## config.mk

```make
export PLATFORM = sky130hd
export DESIGN_NAME = uart_channel_status
export DESIGN_NICKNAME = d
export VERILOG_FILES = /design/src/uart_status_pkg.sv /design/src/uart_channel_status.sv
export SDC_FILE = /design/constraint.sdc
export NUM_CORES = 1
export LEC_CHECK = 0
export ABC_AREA = 1
export ABC_CLOCK_PERIOD_IN_PS = 3750
export BUFFER_PORTS_ARGS = -buffer_cell sky130_fd_sc_hd__buf_2
export CORE_ASPECT_RATIO = 0.6
export CORE_MARGIN = 2
export CORE_UTILIZATION = 55
export CTS_CLUSTER_DIAMETER = 30
export DETAILED_ROUTE_END_ITERATION = 7
export MAX_ROUTING_LAYER = met4
export PLACE_DENSITY_LB_ADDON = 0.3
export SLEW_MARGIN = 30
export SYNTH_ARGS = -nofsm -noshare
export SYNTH_HDL_FRONTEND = slang
export SYNTH_SLANG_ARGS = --single-unit
```

## constraint.sdc

```tcl
create_clock -name sys_clk -period 3.75 [get_ports sys_clk]
set_input_delay 0.75 -clock sys_clk [delete_from_list [all_inputs] [get_ports sys_clk]]
set_output_delay 0.75 -clock sys_clk [all_outputs]
set_load 0.01 [all_outputs]
```

## src/uart_status_pkg.sv

```systemverilog
// Contract
// - 6-8 bit chars: stop 9/16..1, 1 9/16..2
// - 5 bit chars: stop 1 1/16..2
// - External 1x clock: top bit selects 1/2
// - Framing checked at first stop centre only
// - Status bits: break,fe,pe,oe,temt,trdy,full,rdy
// - Break is zero char, one FIFO slot
// - After break, wait two bit-clock ticks of mark to reload
// - Break start and end pulse change flag
// - Mid-character break detected only if the whole character reads zero
// - Character mode: errors of head character
// - Block mode: errors sticky until reset command
// - Parity error only when parity enabled
// - Overrun when FIFO full and shifter waits
// - Overrun always sticky until reset command
// - Tx empty after last stop, idle
// - Tx ready clears on write, sets on move
// - Writes while disabled never transmitted
// - FIFO full at three, clears on read
// - Waiting shifter char keeps full set
// - Error mode bit: char 0, block 1
// - Rx ready set on load, clear empty
package uart_status_pkg;
  localparam int        FIFO_DEPTH   = 3;
  localparam int        OVS          = 16;
  localparam logic [3:0] ST_INIT     = 4'h0;
  localparam logic [1:0] ADDR_MODE   = 2'h0;
  localparam logic [1:0] ADDR_STATUS = 2'h1;
  localparam logic [1:0] ADDR_DATA   = 2'h2;
  localparam logic [1:0] ADDR_CMD    = 2'h3;
  localparam int        B_CMD_TXEN  = 0;
  localparam int        B_CMD_TXDIS = 1;
  localparam int        B_CMD_RSTE  = 2;
  // Stop lengths in bit-clock ticks
  localparam logic [5:0] STOP_BASE6  = 6'h09;
  localparam logic [5:0] STOP_BASE5  = 6'h11;
  localparam logic [5:0] STOP_STEP6  = 6'h10;
  localparam logic [5:0] STOP_STEP5  = 6'h08;
  localparam logic [5:0] STOP_ONE    = 6'h01;
  localparam logic [5:0] STOP_TWO    = 6'h02;

  typedef struct packed {
    logic       ext_1x;
    logic       error_block;
    logic [1:0] parity_mode;
    logic       parity_odd;
    logic [1:0] char_len;
    logic [3:0] stop_len;
  } mode_t;

  typedef struct packed {
    logic brk;
    logic fe;
    logic pe;
    logic [7:0] data;
  } rx_entry_t;
endpackage : uart_status_pkg

```

## src/uart_channel_status.sv

```systemverilog
// The implementer's own choices: the plain strobed port and the register offsets.
`timescale 1ns/1ps
module uart_channel_status
  import uart_status_pkg::*;
#(
  parameter int DEPTH = FIFO_DEPTH
) (
  // Clock and reset
  input  wire logic       sys_clk,
  input  wire logic       rst,
  // Register port
  input  wire logic [1:0] addr,
  input  wire logic [15:0] wdata,
  input  wire logic       wr,
  input  wire logic       rd,
  output logic [15:0]     rdata,
  // Bit clocks, serial lines
  input  wire logic       bit_tick,
  input  wire logic       serial_in,
  output logic            serial_out,
  // Break change event
  output logic            break_change
);
  initial begin
    if (DEPTH != 3) $error("DEPTH must be 3");
  end

  logic [15:0] mode_reg;
  mode_t       mode;
  assign mode = mode_t'(mode_reg[10:0]);

  // Input synchronisers
  logic [1:0] rx_s, tk_s;
  logic       tk_d;
  always_ff @(posedge sys_clk) begin
    rx_s <= {rx_s[0], serial_in};
    tk_s <= {tk_s[0], bit_tick};
    tk_d <= tk_s[1];
  end
  wire tick = tk_s[1] & ~tk_d;
  wire rxd  = rx_s[1];

  wire cmd_wr  = wr && addr == ADDR_CMD;
  wire mode_wr = wr && addr == ADDR_MODE;
  wire data_wr = wr && addr == ADDR_DATA;
  wire data_rd = rd && addr == ADDR_DATA;
  wire tx_en_c  = cmd_wr && wdata[B_CMD_TXEN];
  wire tx_dis_c = cmd_wr && wdata[B_CMD_TXDIS];
  wire rst_err  = cmd_wr && wdata[B_CMD_RSTE];

  always_ff @(posedge sys_clk) begin
    if (rst) mode_reg <= '0;
    else if (mode_wr) mode_reg <= wdata;
  end

  function automatic logic [3:0] data_bits(input logic [1:0] cl);
    return 4'(5 + cl);
  endfunction

  // Transmitter
  typedef enum logic [1:0] {TX_DATA, TX_PARITY, TX_STOP} tx_phase_t;
  logic       tx_en_reg, thr_full_reg, tsr_busy_reg, temt_reg;
  logic [7:0] thr_reg, tsr_reg;
  logic [3:0] tx_bit_reg, tx_sub_reg;
  logic [5:0] stop_cnt_reg;
  tx_phase_t  tx_ph_reg;
  logic       tx_par_reg;
  wire        with_par = ~mode.parity_mode[1];
  wire        tx_par_bit = mode.parity_mode == 2'h1 ? mode.parity_odd : tx_par_reg;
  // Stop length counted in ticks of the bit clock
  wire [5:0]  stop_len =
    mode.ext_1x ? (mode.stop_len[3] ? STOP_TWO : STOP_ONE) :
    (mode.char_len == 2'h0 ? STOP_BASE5 + 6'(mode.stop_len[2:0]) +
      (mode.stop_len[3] ? STOP_STEP5 : 6'h00)
    : STOP_BASE6 + 6'(mode.stop_len[2:0]) +
      (mode.stop_len[3] ? STOP_STEP6 : 6'h00));
  wire tx_step  = tick && (mode.ext_1x || tx_sub_reg == 4'(OVS - 1));
  wire tx_stop  = tsr_busy_reg && tx_ph_reg == TX_STOP && tick;
  wire stop_end = tx_stop && stop_cnt_reg + 6'h01 == stop_len;
  // Loads only on a tick so the start bit is a full bit time
  wire tx_load  = tick && tx_en_reg && thr_full_reg && !data_wr && !tx_dis_c &&
                  (!tsr_busy_reg || stop_end);

  always_ff @(posedge sys_clk) begin
    if (rst) begin
      tx_en_reg <= 1'b0; thr_full_reg <= 1'b0; tsr_busy_reg <= 1'b0;
      temt_reg <= 1'b0; thr_reg <= '0; tsr_reg <= '0; tx_bit_reg <= '0;
      tx_sub_reg <= '0; stop_cnt_reg <= '0; tx_ph_reg <= TX_DATA;
      tx_par_reg <= 1'b0; serial_out <= 1'b1;
    end else begin
      if (tick) tx_sub_reg <= tx_sub_reg + 4'h1;
      if (tx_en_c) tx_en_reg <= 1'b1;
      if (tx_dis_c) begin
        tx_en_reg <= 1'b0;
        thr_full_reg <= 1'b1; // ready clear on disable
        temt_reg <= 1'b0;
      end else if (tx_en_c && !tx_en_reg) thr_full_reg <= 1'b0;
      if (data_wr) begin
        thr_reg <= wdata[7:0];
        thr_full_reg <= 1'b1;
        temt_reg <= 1'b0;
      end
      if (tx_load) begin
        tsr_reg <= thr_reg;
        thr_full_reg <= 1'b0;
        tsr_busy_reg <= 1'b1;
        tx_ph_reg <= TX_DATA;
        tx_bit_reg <= '0;
        tx_sub_reg <= '0;
        tx_par_reg <= mode.parity_odd;
        serial_out <= 1'b0;
      end else if (stop_end) begin
        tsr_busy_reg <= 1'b0;
        if (!thr_full_reg && !data_wr) temt_reg <= 1'b1;
      end else if (tx_stop) begin
        stop_cnt_reg <= stop_cnt_reg + 6'h01;
      end else if (tsr_busy_reg && tx_step) begin
        case (tx_ph_reg)
          TX_DATA: begin
            if (tx_bit_reg == data_bits(mode.char_len)) begin
              serial_out <= with_par ? tx_par_bit : 1'b1;
              tx_ph_reg <= with_par ? TX_PARITY : TX_STOP;
              stop_cnt_reg <= '0;
            end else begin
              serial_out <= tsr_reg[tx_bit_reg[2:0]];
              tx_par_reg <= tx_par_reg ^ tsr_reg[tx_bit_reg[2:0]];
              tx_bit_reg <= tx_bit_reg + 4'h1;
            end
          end
          TX_PARITY: begin
            serial_out <= 1'b1;
            tx_ph_reg <= TX_STOP;
            stop_cnt_reg <= '0;
          end
          default: tx_ph_reg <= TX_STOP;
        endcase
      end
    end
  end

  // Receiver
  rx_entry_t fifo_mem [DEPTH];
  logic [1:0] wp_reg, rp_reg, cnt_reg;
  rx_entry_t  rsr_reg;
  logic       rsr_wait_reg, full_reg, oe_reg, brk_hold_reg;
  logic       rx_busy_reg;
  logic [3:0] rx_sub_reg, rx_bit_reg;
  logic       rx_par_reg, rx_pbit_reg, rxd_d_reg;
  rx_entry_t  wait_reg;
  logic [1:0] mark_cnt_reg;
  logic       bk_acc_reg, fe_acc_reg, pe_acc_reg;

  wire rx_sample = tick && (mode.ext_1x || rx_sub_reg == 4'(OVS / 2 - 1));
  wire [3:0] last_bit = data_bits(mode.char_len) + (with_par ? 4'h1 : 4'h0);
  wire stop_smp = rx_busy_reg && rx_sample && rx_bit_reg == last_bit + 4'h1;
  wire par_bad = mode.parity_mode == 2'h1 ? (rx_pbit_reg != mode.parity_odd)
                                           : (rx_par_reg != mode.parity_odd);
  wire is_break = stop_smp && !rxd && rsr_reg.data == 8'h00 && !rx_par_reg;
  wire fifo_pop  = data_rd && cnt_reg != 2'h0;
  wire char_done = stop_smp && !brk_hold_reg;
  wire can_push  = cnt_reg != 2'(DEPTH) || fifo_pop;
  wire push = (rsr_wait_reg || char_done) && can_push;
  rx_entry_t new_ent;
  assign new_ent = '{brk: is_break, fe: !rxd && !is_break,
                     pe: with_par && par_bad, data: rsr_reg.data};
  rx_entry_t head;
  assign head = fifo_mem[rp_reg];

  always_ff @(posedge sys_clk) begin
    if (rst) begin
      wp_reg <= '0; rp_reg <= '0; cnt_reg <= '0; rsr_reg <= '0;
      rsr_wait_reg <= 1'b0; full_reg <= 1'b0; oe_reg <= 1'b0;
      brk_hold_reg <= 1'b0; rx_busy_reg <= 1'b0; rx_sub_reg <= '0;
      rx_bit_reg <= '0; rx_par_reg <= 1'b0; mark_cnt_reg <= '0;
      rx_pbit_reg <= 1'b0; rxd_d_reg <= 1'b1; wait_reg <= '0;
      bk_acc_reg <= 1'b0; fe_acc_reg <= 1'b0; pe_acc_reg <= 1'b0;
      break_change <= 1'b0;
      for (int i = 0; i < DEPTH; i++) fifo_mem[i] <= '0;
    end else begin
      break_change <= 1'b0;
      if (tick) rx_sub_reg <= rx_sub_reg + 4'h1;
      rxd_d_reg <= rxd;
      // Start only on a falling edge, not on a low stop level
      if (!rx_busy_reg && !brk_hold_reg && rxd_d_reg && !rxd) begin
        rx_busy_reg <= 1'b1; rx_bit_reg <= '0; rx_sub_reg <= '0;
        rx_par_reg <= 1'b0; rsr_reg <= '0;
      end else if (rx_busy_reg && rx_sample) begin
        rx_bit_reg <= rx_bit_reg + 4'h1;
        if (rx_bit_reg == last_bit) rx_pbit_reg <= rxd;
        if (rx_bit_reg != 4'h0 && rx_bit_reg <= last_bit) begin
          rx_par_reg <= rx_par_reg ^ rxd;
          if (rx_bit_reg <= data_bits(mode.char_len))
            rsr_reg.data[3'(rx_bit_reg - 4'h1)] <= rxd;
        end
        if (stop_smp) rx_busy_reg <= 1'b0;
      end
      if (is_break && !brk_hold_reg) begin
        brk_hold_reg <= 1'b1; break_change <= 1'b1; mark_cnt_reg <= '0;
      end else if (brk_hold_reg) begin
        if (!rxd) mark_cnt_reg <= '0;
        else if (tick) mark_cnt_reg <= mark_cnt_reg + 2'h1;
        if (rxd && tick && mark_cnt_reg == 2'h1) begin
          brk_hold_reg <= 1'b0; break_change <= 1'b1;
        end
      end
      // Waiting character kept apart from the shifter
      if (char_done && (rsr_wait_reg || !can_push)) begin
        if (rsr_wait_reg && !can_push) oe_reg <= 1'b1;
        wait_reg <= new_ent;
        rsr_wait_reg <= 1'b1;
      end else if (push && rsr_wait_reg) rsr_wait_reg <= 1'b0;
      if (push) begin
        fifo_mem[wp_reg] <= rsr_wait_reg ? wait_reg : new_ent;
        wp_reg <= wp_reg == 2'(DEPTH - 1) ? 2'h0 : wp_reg + 2'h1;
      end
      if (fifo_pop) rp_reg <= rp_reg == 2'(DEPTH - 1) ? 2'h0 : rp_reg + 2'h1;
      cnt_reg <= cnt_reg + (push ? 2'h1 : 2'h0) - (fifo_pop ? 2'h1 : 2'h0);
      if (push && cnt_reg + 2'h1 - (fifo_pop ? 2'h1 : 2'h0) == 2'(DEPTH))
        full_reg <= 1'b1;
      else if (fifo_pop && !rsr_wait_reg) full_reg <= 1'b0;
      if (fifo_pop) begin
        bk_acc_reg <= bk_acc_reg | head.brk;
        fe_acc_reg <= fe_acc_reg | head.fe;
        pe_acc_reg <= pe_acc_reg | head.pe;
      end
      if (rst_err) begin
        bk_acc_reg <= 1'b0; fe_acc_reg <= 1'b0; pe_acc_reg <= 1'b0;
        if (!(char_done && !can_push && rsr_wait_reg)) oe_reg <= 1'b0;
      end
    end
  end

  wire hv = cnt_reg != 2'h0;
  wire [2:0] err_now = hv ? {head.brk, head.fe, head.pe} : 3'h0;
  wire [2:0] err_bits = mode.error_block ?
    err_now | {bk_acc_reg, fe_acc_reg, pe_acc_reg} : err_now;
  wire [7:0] status = {err_bits, oe_reg, temt_reg,
                       tx_en_reg && !thr_full_reg, full_reg, hv};

  // Read data; status reads have no side effect
  always_ff @(posedge sys_clk) begin
    if (rst) rdata <= '0;
    else if (rd) begin
      case (addr)
        ADDR_MODE:   rdata <= mode_reg;
        ADDR_STATUS: rdata <= {8'h00, status};
        ADDR_DATA:   rdata <= {8'h00, head.data};
        default:     rdata <= '0;
      endcase
    end else rdata <= '0;
  end
endmodule : uart_channel_status

```

Yosys cells after proc, flatten, opt, wreduce, memory -nomap -nowiden:

Memory sizes are Yosys's and may differ from the RTL's. A register that Yosys moved wholly into a read port is not among the register bits.
Index checks and enable logic that the tools add are counted.

* output and inout port bits: 18
* register bits after elaboration: 122
* input port bits: 24
* memory bits (writable): 33
* memories: 1
* logic and storage cells: 284

* muxes and demuxes: 80
* bitwise gates (word level): 15
* order comparisons: 5
* equal/unequal tests: 25
* $add $sub $neg: 20
* reduce and logical (&&, ||, !) cells: 98

Memory list
* fifo_mem: depth 3, width 11, rd ports 1, clocked after Yosys merged registers in 1, wr ports 3, RTL line uart_channel_status.sv:142 `rx_entry_t fifo_mem [DEPTH];`

Operator list (count)
* $mux 1: 52
* $pmux 16 s3: 1
* $logic_and 1x1->1: 46
* $mux 6: 5
* $mux 11: 2
* $mux 2: 11
* $add 4x1->4 const B: 5
* $reduce_bool 2->1: 9
* $reduce_and 5->1: 3
* $eq 2x2->1 const B: 6
* $eq 4x4->1: 3
* $logic_not 1->1: 12
* $pmux 6 s2: 1
* $reduce_or 2->1: 6
* $reduce_or 11->1: 1
* $reduce_bool 3->1: 3
* $add 2x1->2 const B: 4
* $bwmux 8: 1
* $eq 2x1->1 const B: 4
* $le 4x4->1: 2
* $logic_not 8->1: 1
* $lt 3x4->1 const B: 2
* $not 1->1: 8
* $reduce_and 4->1: 2
* 34 further kinds: 53

Longest topological paths before layout:

* depth in word-level cells: 13
* mapped depth: 18
* mapped depth without buffers: 18

Worst setup path before layout:

No wires, ideal clock.

* path type: register to register
* start: register mode_reg[4]
* end: memory fifo_mem[3][0] in the netlist's numbering, enable pin
* required time: 3.357 ns
* arrival: 2.986 ns
* stages on the path, launching flop included: 13
* path slack: 0.371 ns
* cell sequence: dfxtp_1 inv_1 ha_1 xor2_1 ha_1 xor2_1 nor2_1 nand2_1 nor2_1 nand3_2 nand2_4 nand2_1 nor3_1

RTL lines
* start, declared: RTL line uart_channel_status.sv:28 `logic [15:0] mode_reg;`
* start signal, assigned: RTL line uart_channel_status.sv:53 `else if (mode_wr) mode_reg <= wdata;`
* end, declared: RTL line uart_channel_status.sv:142

Final worst setup path:

* start: register mode_reg[4]
* end: register cnt_reg[1]

* cells in the longest elaborated chain, start to end: 11

Ends and longest elaborated chain
* $add 3x2->4: RTL line uart_channel_status.sv:57 `return 4'(5 + cl);`
* $add 4x1->4: RTL line uart_channel_status.sv:154 `wire [3:0] last_bit = data_bits(mode.char_len) + (with_par ? 4'h1 : 4'h0);`
* $add 4x1->4: RTL line uart_channel_status.sv:155 `wire stop_smp = rx_busy_reg && rx_sample && rx_bit_reg == last_bit + 4'h1;`
* $eq 4x4->1: RTL line uart_channel_status.sv:155
* $logic_and 1x1->1: RTL line uart_channel_status.sv:155
* $logic_and 1x1->1: RTL line uart_channel_status.sv:160 `wire char_done = stop_smp && !brk_hold_reg;`
* $logic_or 1x1->1: RTL line uart_channel_status.sv:162 `wire push = (rsr_wait_reg || char_done) && can_push;`
* $logic_and 1x1->1: RTL line uart_channel_status.sv:162
* $mux 1: RTL line uart_channel_status.sv:217 `cnt_reg <= cnt_reg + (push ? 2'h1 : 2'h0) - (fifo_pop ? 2'h1 : 2'h0);`
* $add 2x1->2: RTL line uart_channel_status.sv:217
* $sub 2x2->2: RTL line uart_channel_status.sv:217
* end signal, assigned: RTL line uart_channel_status.sv:217
* end, declared: RTL line uart_channel_status.sv:143 `logic [1:0] wp_reg, rp_reg, cnt_reg;`

No other way between the ends.
A chain may end at the register's enable or synchronous reset.

==> results.md <==
- The run finished with clean final reports.
- For this design the ratio of total power to cell area is 436 nW/um^2.
- Measured against its own limit, the worst slew margin works out to 37.3%.
- The count of distinct cell types in the synthesized netlist is 43.
- The internal cell power is 3.01 mW.
- In this run the power spent charging and discharging nets is 912 uW.
- By area the synthesized netlist is led by dfxtp_1 (31%), edfxtp_1 (16%), nand2_1 (9.6%).
- The setup TNS after final layout is 0 ns.
- The number of buffers and inverters on the critical path is 2.
- The number of top-level pins is 42.
- The count of nets left with antenna violations once routing finished came out at 0.
- The post-route netlist has 10.2% of its cells at a drive strength greater than 1.
- The number of antenna diodes in the final layout is 0.
- The row count is 34.
- The register-to-register setup slack is 0.29 ns.
- The number of nets handed over by synthesis was 1100.
- The post-layout net count is 1132.
- The post-CTS setup buffer count is 0.
- The floorplan step defined a die boundary enclosing 15700 sq um.
- The final standard cell utilization of the core is 62.4%.
- Of the total power, the share spent switching nets is 23.2%.
- The clock input transition at the sequential cells of the worst setup and hold paths is 0.06 ns.
- Synthesis inferred 168 register bits.
- TritonCTS built the clock tree.
- The vias after detailed routing is 6962.
- The initial antenna violation count is 0.
- The starting density of the core is 56.1%.
- The core region is 14400 sq um.
- The tool flagged a number of max-cap violations equal to 0.
- The latest clock arrival within the worst-skew pair is 0.42 ns.
- The number of buffers on the longest clock path is 2.
- The clock arrives with 0.0102 ns of skew.
- The die is 97.9 um tall.
- The fraction of power consumed by the clock network is 45.5%.
- The number of gates given a new drive strength after cts is 0.
- The count of flip-flops with a built-in enable after synthesis is 44.
- The share of the synthesized area in the top cell type is 30.7%.
- Global routing used 26.5% of the available tracks across all layers.
- The routed via count divided by cell count is 5.38.
- The final critical path takes up 92.2% of the cycle.
- Setup repair after global routing left no endpoint under its margin.
- Of the synthesized area, sequential elements account for 47.0%.
- Along the worst path, the maximum fanout reaches 5.
- The first detailed-routing pass took 5 iterations.
- The commonest register cell after synthesis is dfxtp_1.
- CTS built an H-tree with a depth of 4.
- The first-pass GRT wire length is 31.9 mm.
- The weighted congestion reported at the end of routability-driven placement is 0.927.
- Clock tree synthesis selected as its root buffer the cell clkbuf_16.
- The cell with the largest stage delay on the worst path is dfxtp_1.
- dfxtp_1 takes more of the synthesized area than any other cell.
- The count of clock tree sinks is 168.
- The number of global-route vias before repair came to 6143.
- The logic gate share of total power is 5.6%.
- On the worst path, the slowest cell contributes a delay of 0.42 ns.
- The number of flip-flops under the largest register name is 44.
- Counting flops with an async set or reset pin after synthesis yields a share of 0%.
- For this block, the initial DRC count from the detailed router was 748.
- The number of fill cells in the layout is 1269.
- The post-layout minimum cycle time is 3.46 ns.
- The die is 161 um wide.
- The hold-fix buffer count after cts is 0.
- After global routing the overflow that remains totals 0.
- Among the stages of the critical path, the cell type that occurs most often is ha_1.
- The instance count of the mapped netlist is 1052.
- Summed over all cells, the static leakage comes to 3.77 nW.
- For this block, the routed nets add up to 19.5 mm of wire.
- The pin count of the biggest net entering global routing is 36.
- For this run, design rule violations remaining after detail routing come to 0.
- The worst hold path belongs to the class reg2reg.
- At the worst endpoint, the arrival time is 3.76 ns.
- The routed wirelength normalized by instance count is 15.1 um.
- The average footprint of a synthesized cell is 7.69 sq um.
- Port buffering added 41 buffers.
- The final hold violation count is 0.
- The category of the critical setup timing path is reg2reg.
- The largest vdd supply drop is 0.000298 V.
- STA classifies the critical path endpoint as a flop.
- The detailed placement HPWL is 14.1 mm.
- At the pin with the least slew margin, the transition time is 0.931 ns.
- Registers are responsible for 48.9% of the overall power.
- The critical path goes through inv_1 > ha_1 > xor2_1 > ha_1 > xor2_1 > nor2_1 > nand2_1 > nor2_1 > nand3_2 > nand2_4 > nand2_1 > ha_1 > inv_1 > ha_1 > xor2_1 > o21ai_0 > a21oi_1.
- For this run, the top clock speed supported by timing is 289 MHz.
- Setup violations remaining at the end of the flow were counted as 0.
- The kind of cell with the highest combined delay along the critical path is adder cells.
- Summing every instance area after synthesis gives 8090 sq um.
- The final count of pins violating max slew is 0.
- Counting the buffers created by CTS gives 17.
- The layout overhead on the synthesized area is 11.2%.
- The sort of element at the start of the critical path is a flop.
- The required time at the worst-slack endpoint is 4.05 ns.
- The synthesis warning total is 0.
-- cells in the final DEF (no fill, tap or decap), types with 6 or more instances in the layout --
cell type,count
nand2_1,206
nor2_1,171
inv_1,124
dfxtp_1,124
o21ai_0,79
a21oi_1,76
nand3_1,67
edfxtp_1,44
buf_2,41
ha_1,24
clkbuf_16,19
nor3_1,15
nand4_1,13
xor2_1,11
o22ai_1,7
buf_4,7
nor2_2,6
-- area by class of cell --
| type | count | area [sq um] | area share [%] |
|---|---|---|---|
| Clock buffer | 24 | 524 | 5.83 |
| Tap cell | 198 | 248 | 2.75 |
| Sequential cell | 168 | 3800 | 42.3 |
| Inverter | 131 | 492 | 5.47 |
| Clock inverter | 8 | 82.6 | 0.918 |
| Multi-Input combinational cell | 718 | 3590 | 39.9 |
| Timing Repair Buffer | 48 | 258 | 2.87 |
-- worst reg2reg max path, cell delays in order (launching register included) --
cell and delay, ns:
dfxtp_1 0.42, inv_1 0.14, ha_1 0.40, xor2_1 0.31
ha_1 0.29, xor2_1 0.14, nor2_1 0.13, nand2_1 0.07
nor2_1 0.14, nand3_2 0.14, nand2_4 0.15, nand2_1 0.13
ha_1 0.30, inv_1 0.04, ha_1 0.17, xor2_1 0.15
o21ai_0 0.16, a21oi_1 0.05
-- through the flow --
| stage | hold slack (ns) | cell area [sq um] | setup slack [ns] | total power, mW | std cells |
|---|---|---|---|---|---|
| after floorplan | 0.310 | 8090 | 0.371 | 2.10 | 1052 |
| after global placement | 0.314 | 8390 | 0.464 | 2.17 | 1263 |
| after detailed placement | 0.316 | 8390 | 0.294 | 2.17 | 1263 |
| after CTS | 0.332 | 8990 | 0.288 | 3.94 | 1295 |
| after global routing | 0.338 | 8990 | 0.0649 | 4.05 | 1295 |
| final | 0.329 | 8990 | 0.293 | 3.93 | 1295 |
-- worst paths after layout --
check / start / to / cells after the start
max: mode_reg[4] / cnt_reg[1] / 17
max reg2reg: mode_reg[4] / cnt_reg[1] / 17
min: rx_s[0] / rx_s[1] / 0
min reg2reg: rx_s[0] / rx_s[1] / 0
-- power groups by stage --
| stage | clock (mW) | sequential [mW] | combinational (mW) |
|---|---|---|---|
| after floorplan | 0 | 1.95 | 0.155 |
| after global placement | 0 | 1.96 | 0.212 |
| after detailed placement | 0 | 1.96 | 0.216 |
| after CTS | 1.81 | 1.92 | 0.219 |
| after global routing | 1.88 | 1.92 | 0.249 |
| final | 1.79 | 1.92 | 0.221 |
-- cell usage after synthesis, drive strengths merged (15+ instances only) --
| cell type | n |
|---|---|
| clkbuf | 19 |
| inv | 128 |
| o21ai | 79 |
| nand3 | 73 |
| ha | 24 |
| edfxtp | 44 |
| nor2 | 179 |
| nand2 | 212 |
| buf | 16 |
| dfxtp | 124 |
| a21oi | 77 |
| nand4 | 16 |
| nor3 | 15 |
-- layer usage --
layer  vias up  GRT usage [%]  wire length (um)
li1       3486              -                 -
met1      3203           42.2             10100
met2       256           33.9              7460
met3        17           4.97              1720
met4         0           6.31               206
met5         -              -                 0
-- kinds of logic after synthesis --
group	Yosys count	synth area share [%]
buf+inv	166	8.62
fa+ha+maj	24	3.71
mux	1	0.124
compound gates	175	11.3
flops	168	47.0
simple gates	502	27.4
xor+xnor	16	1.83
Note: power is estimated with default switching activity, not from simulation.
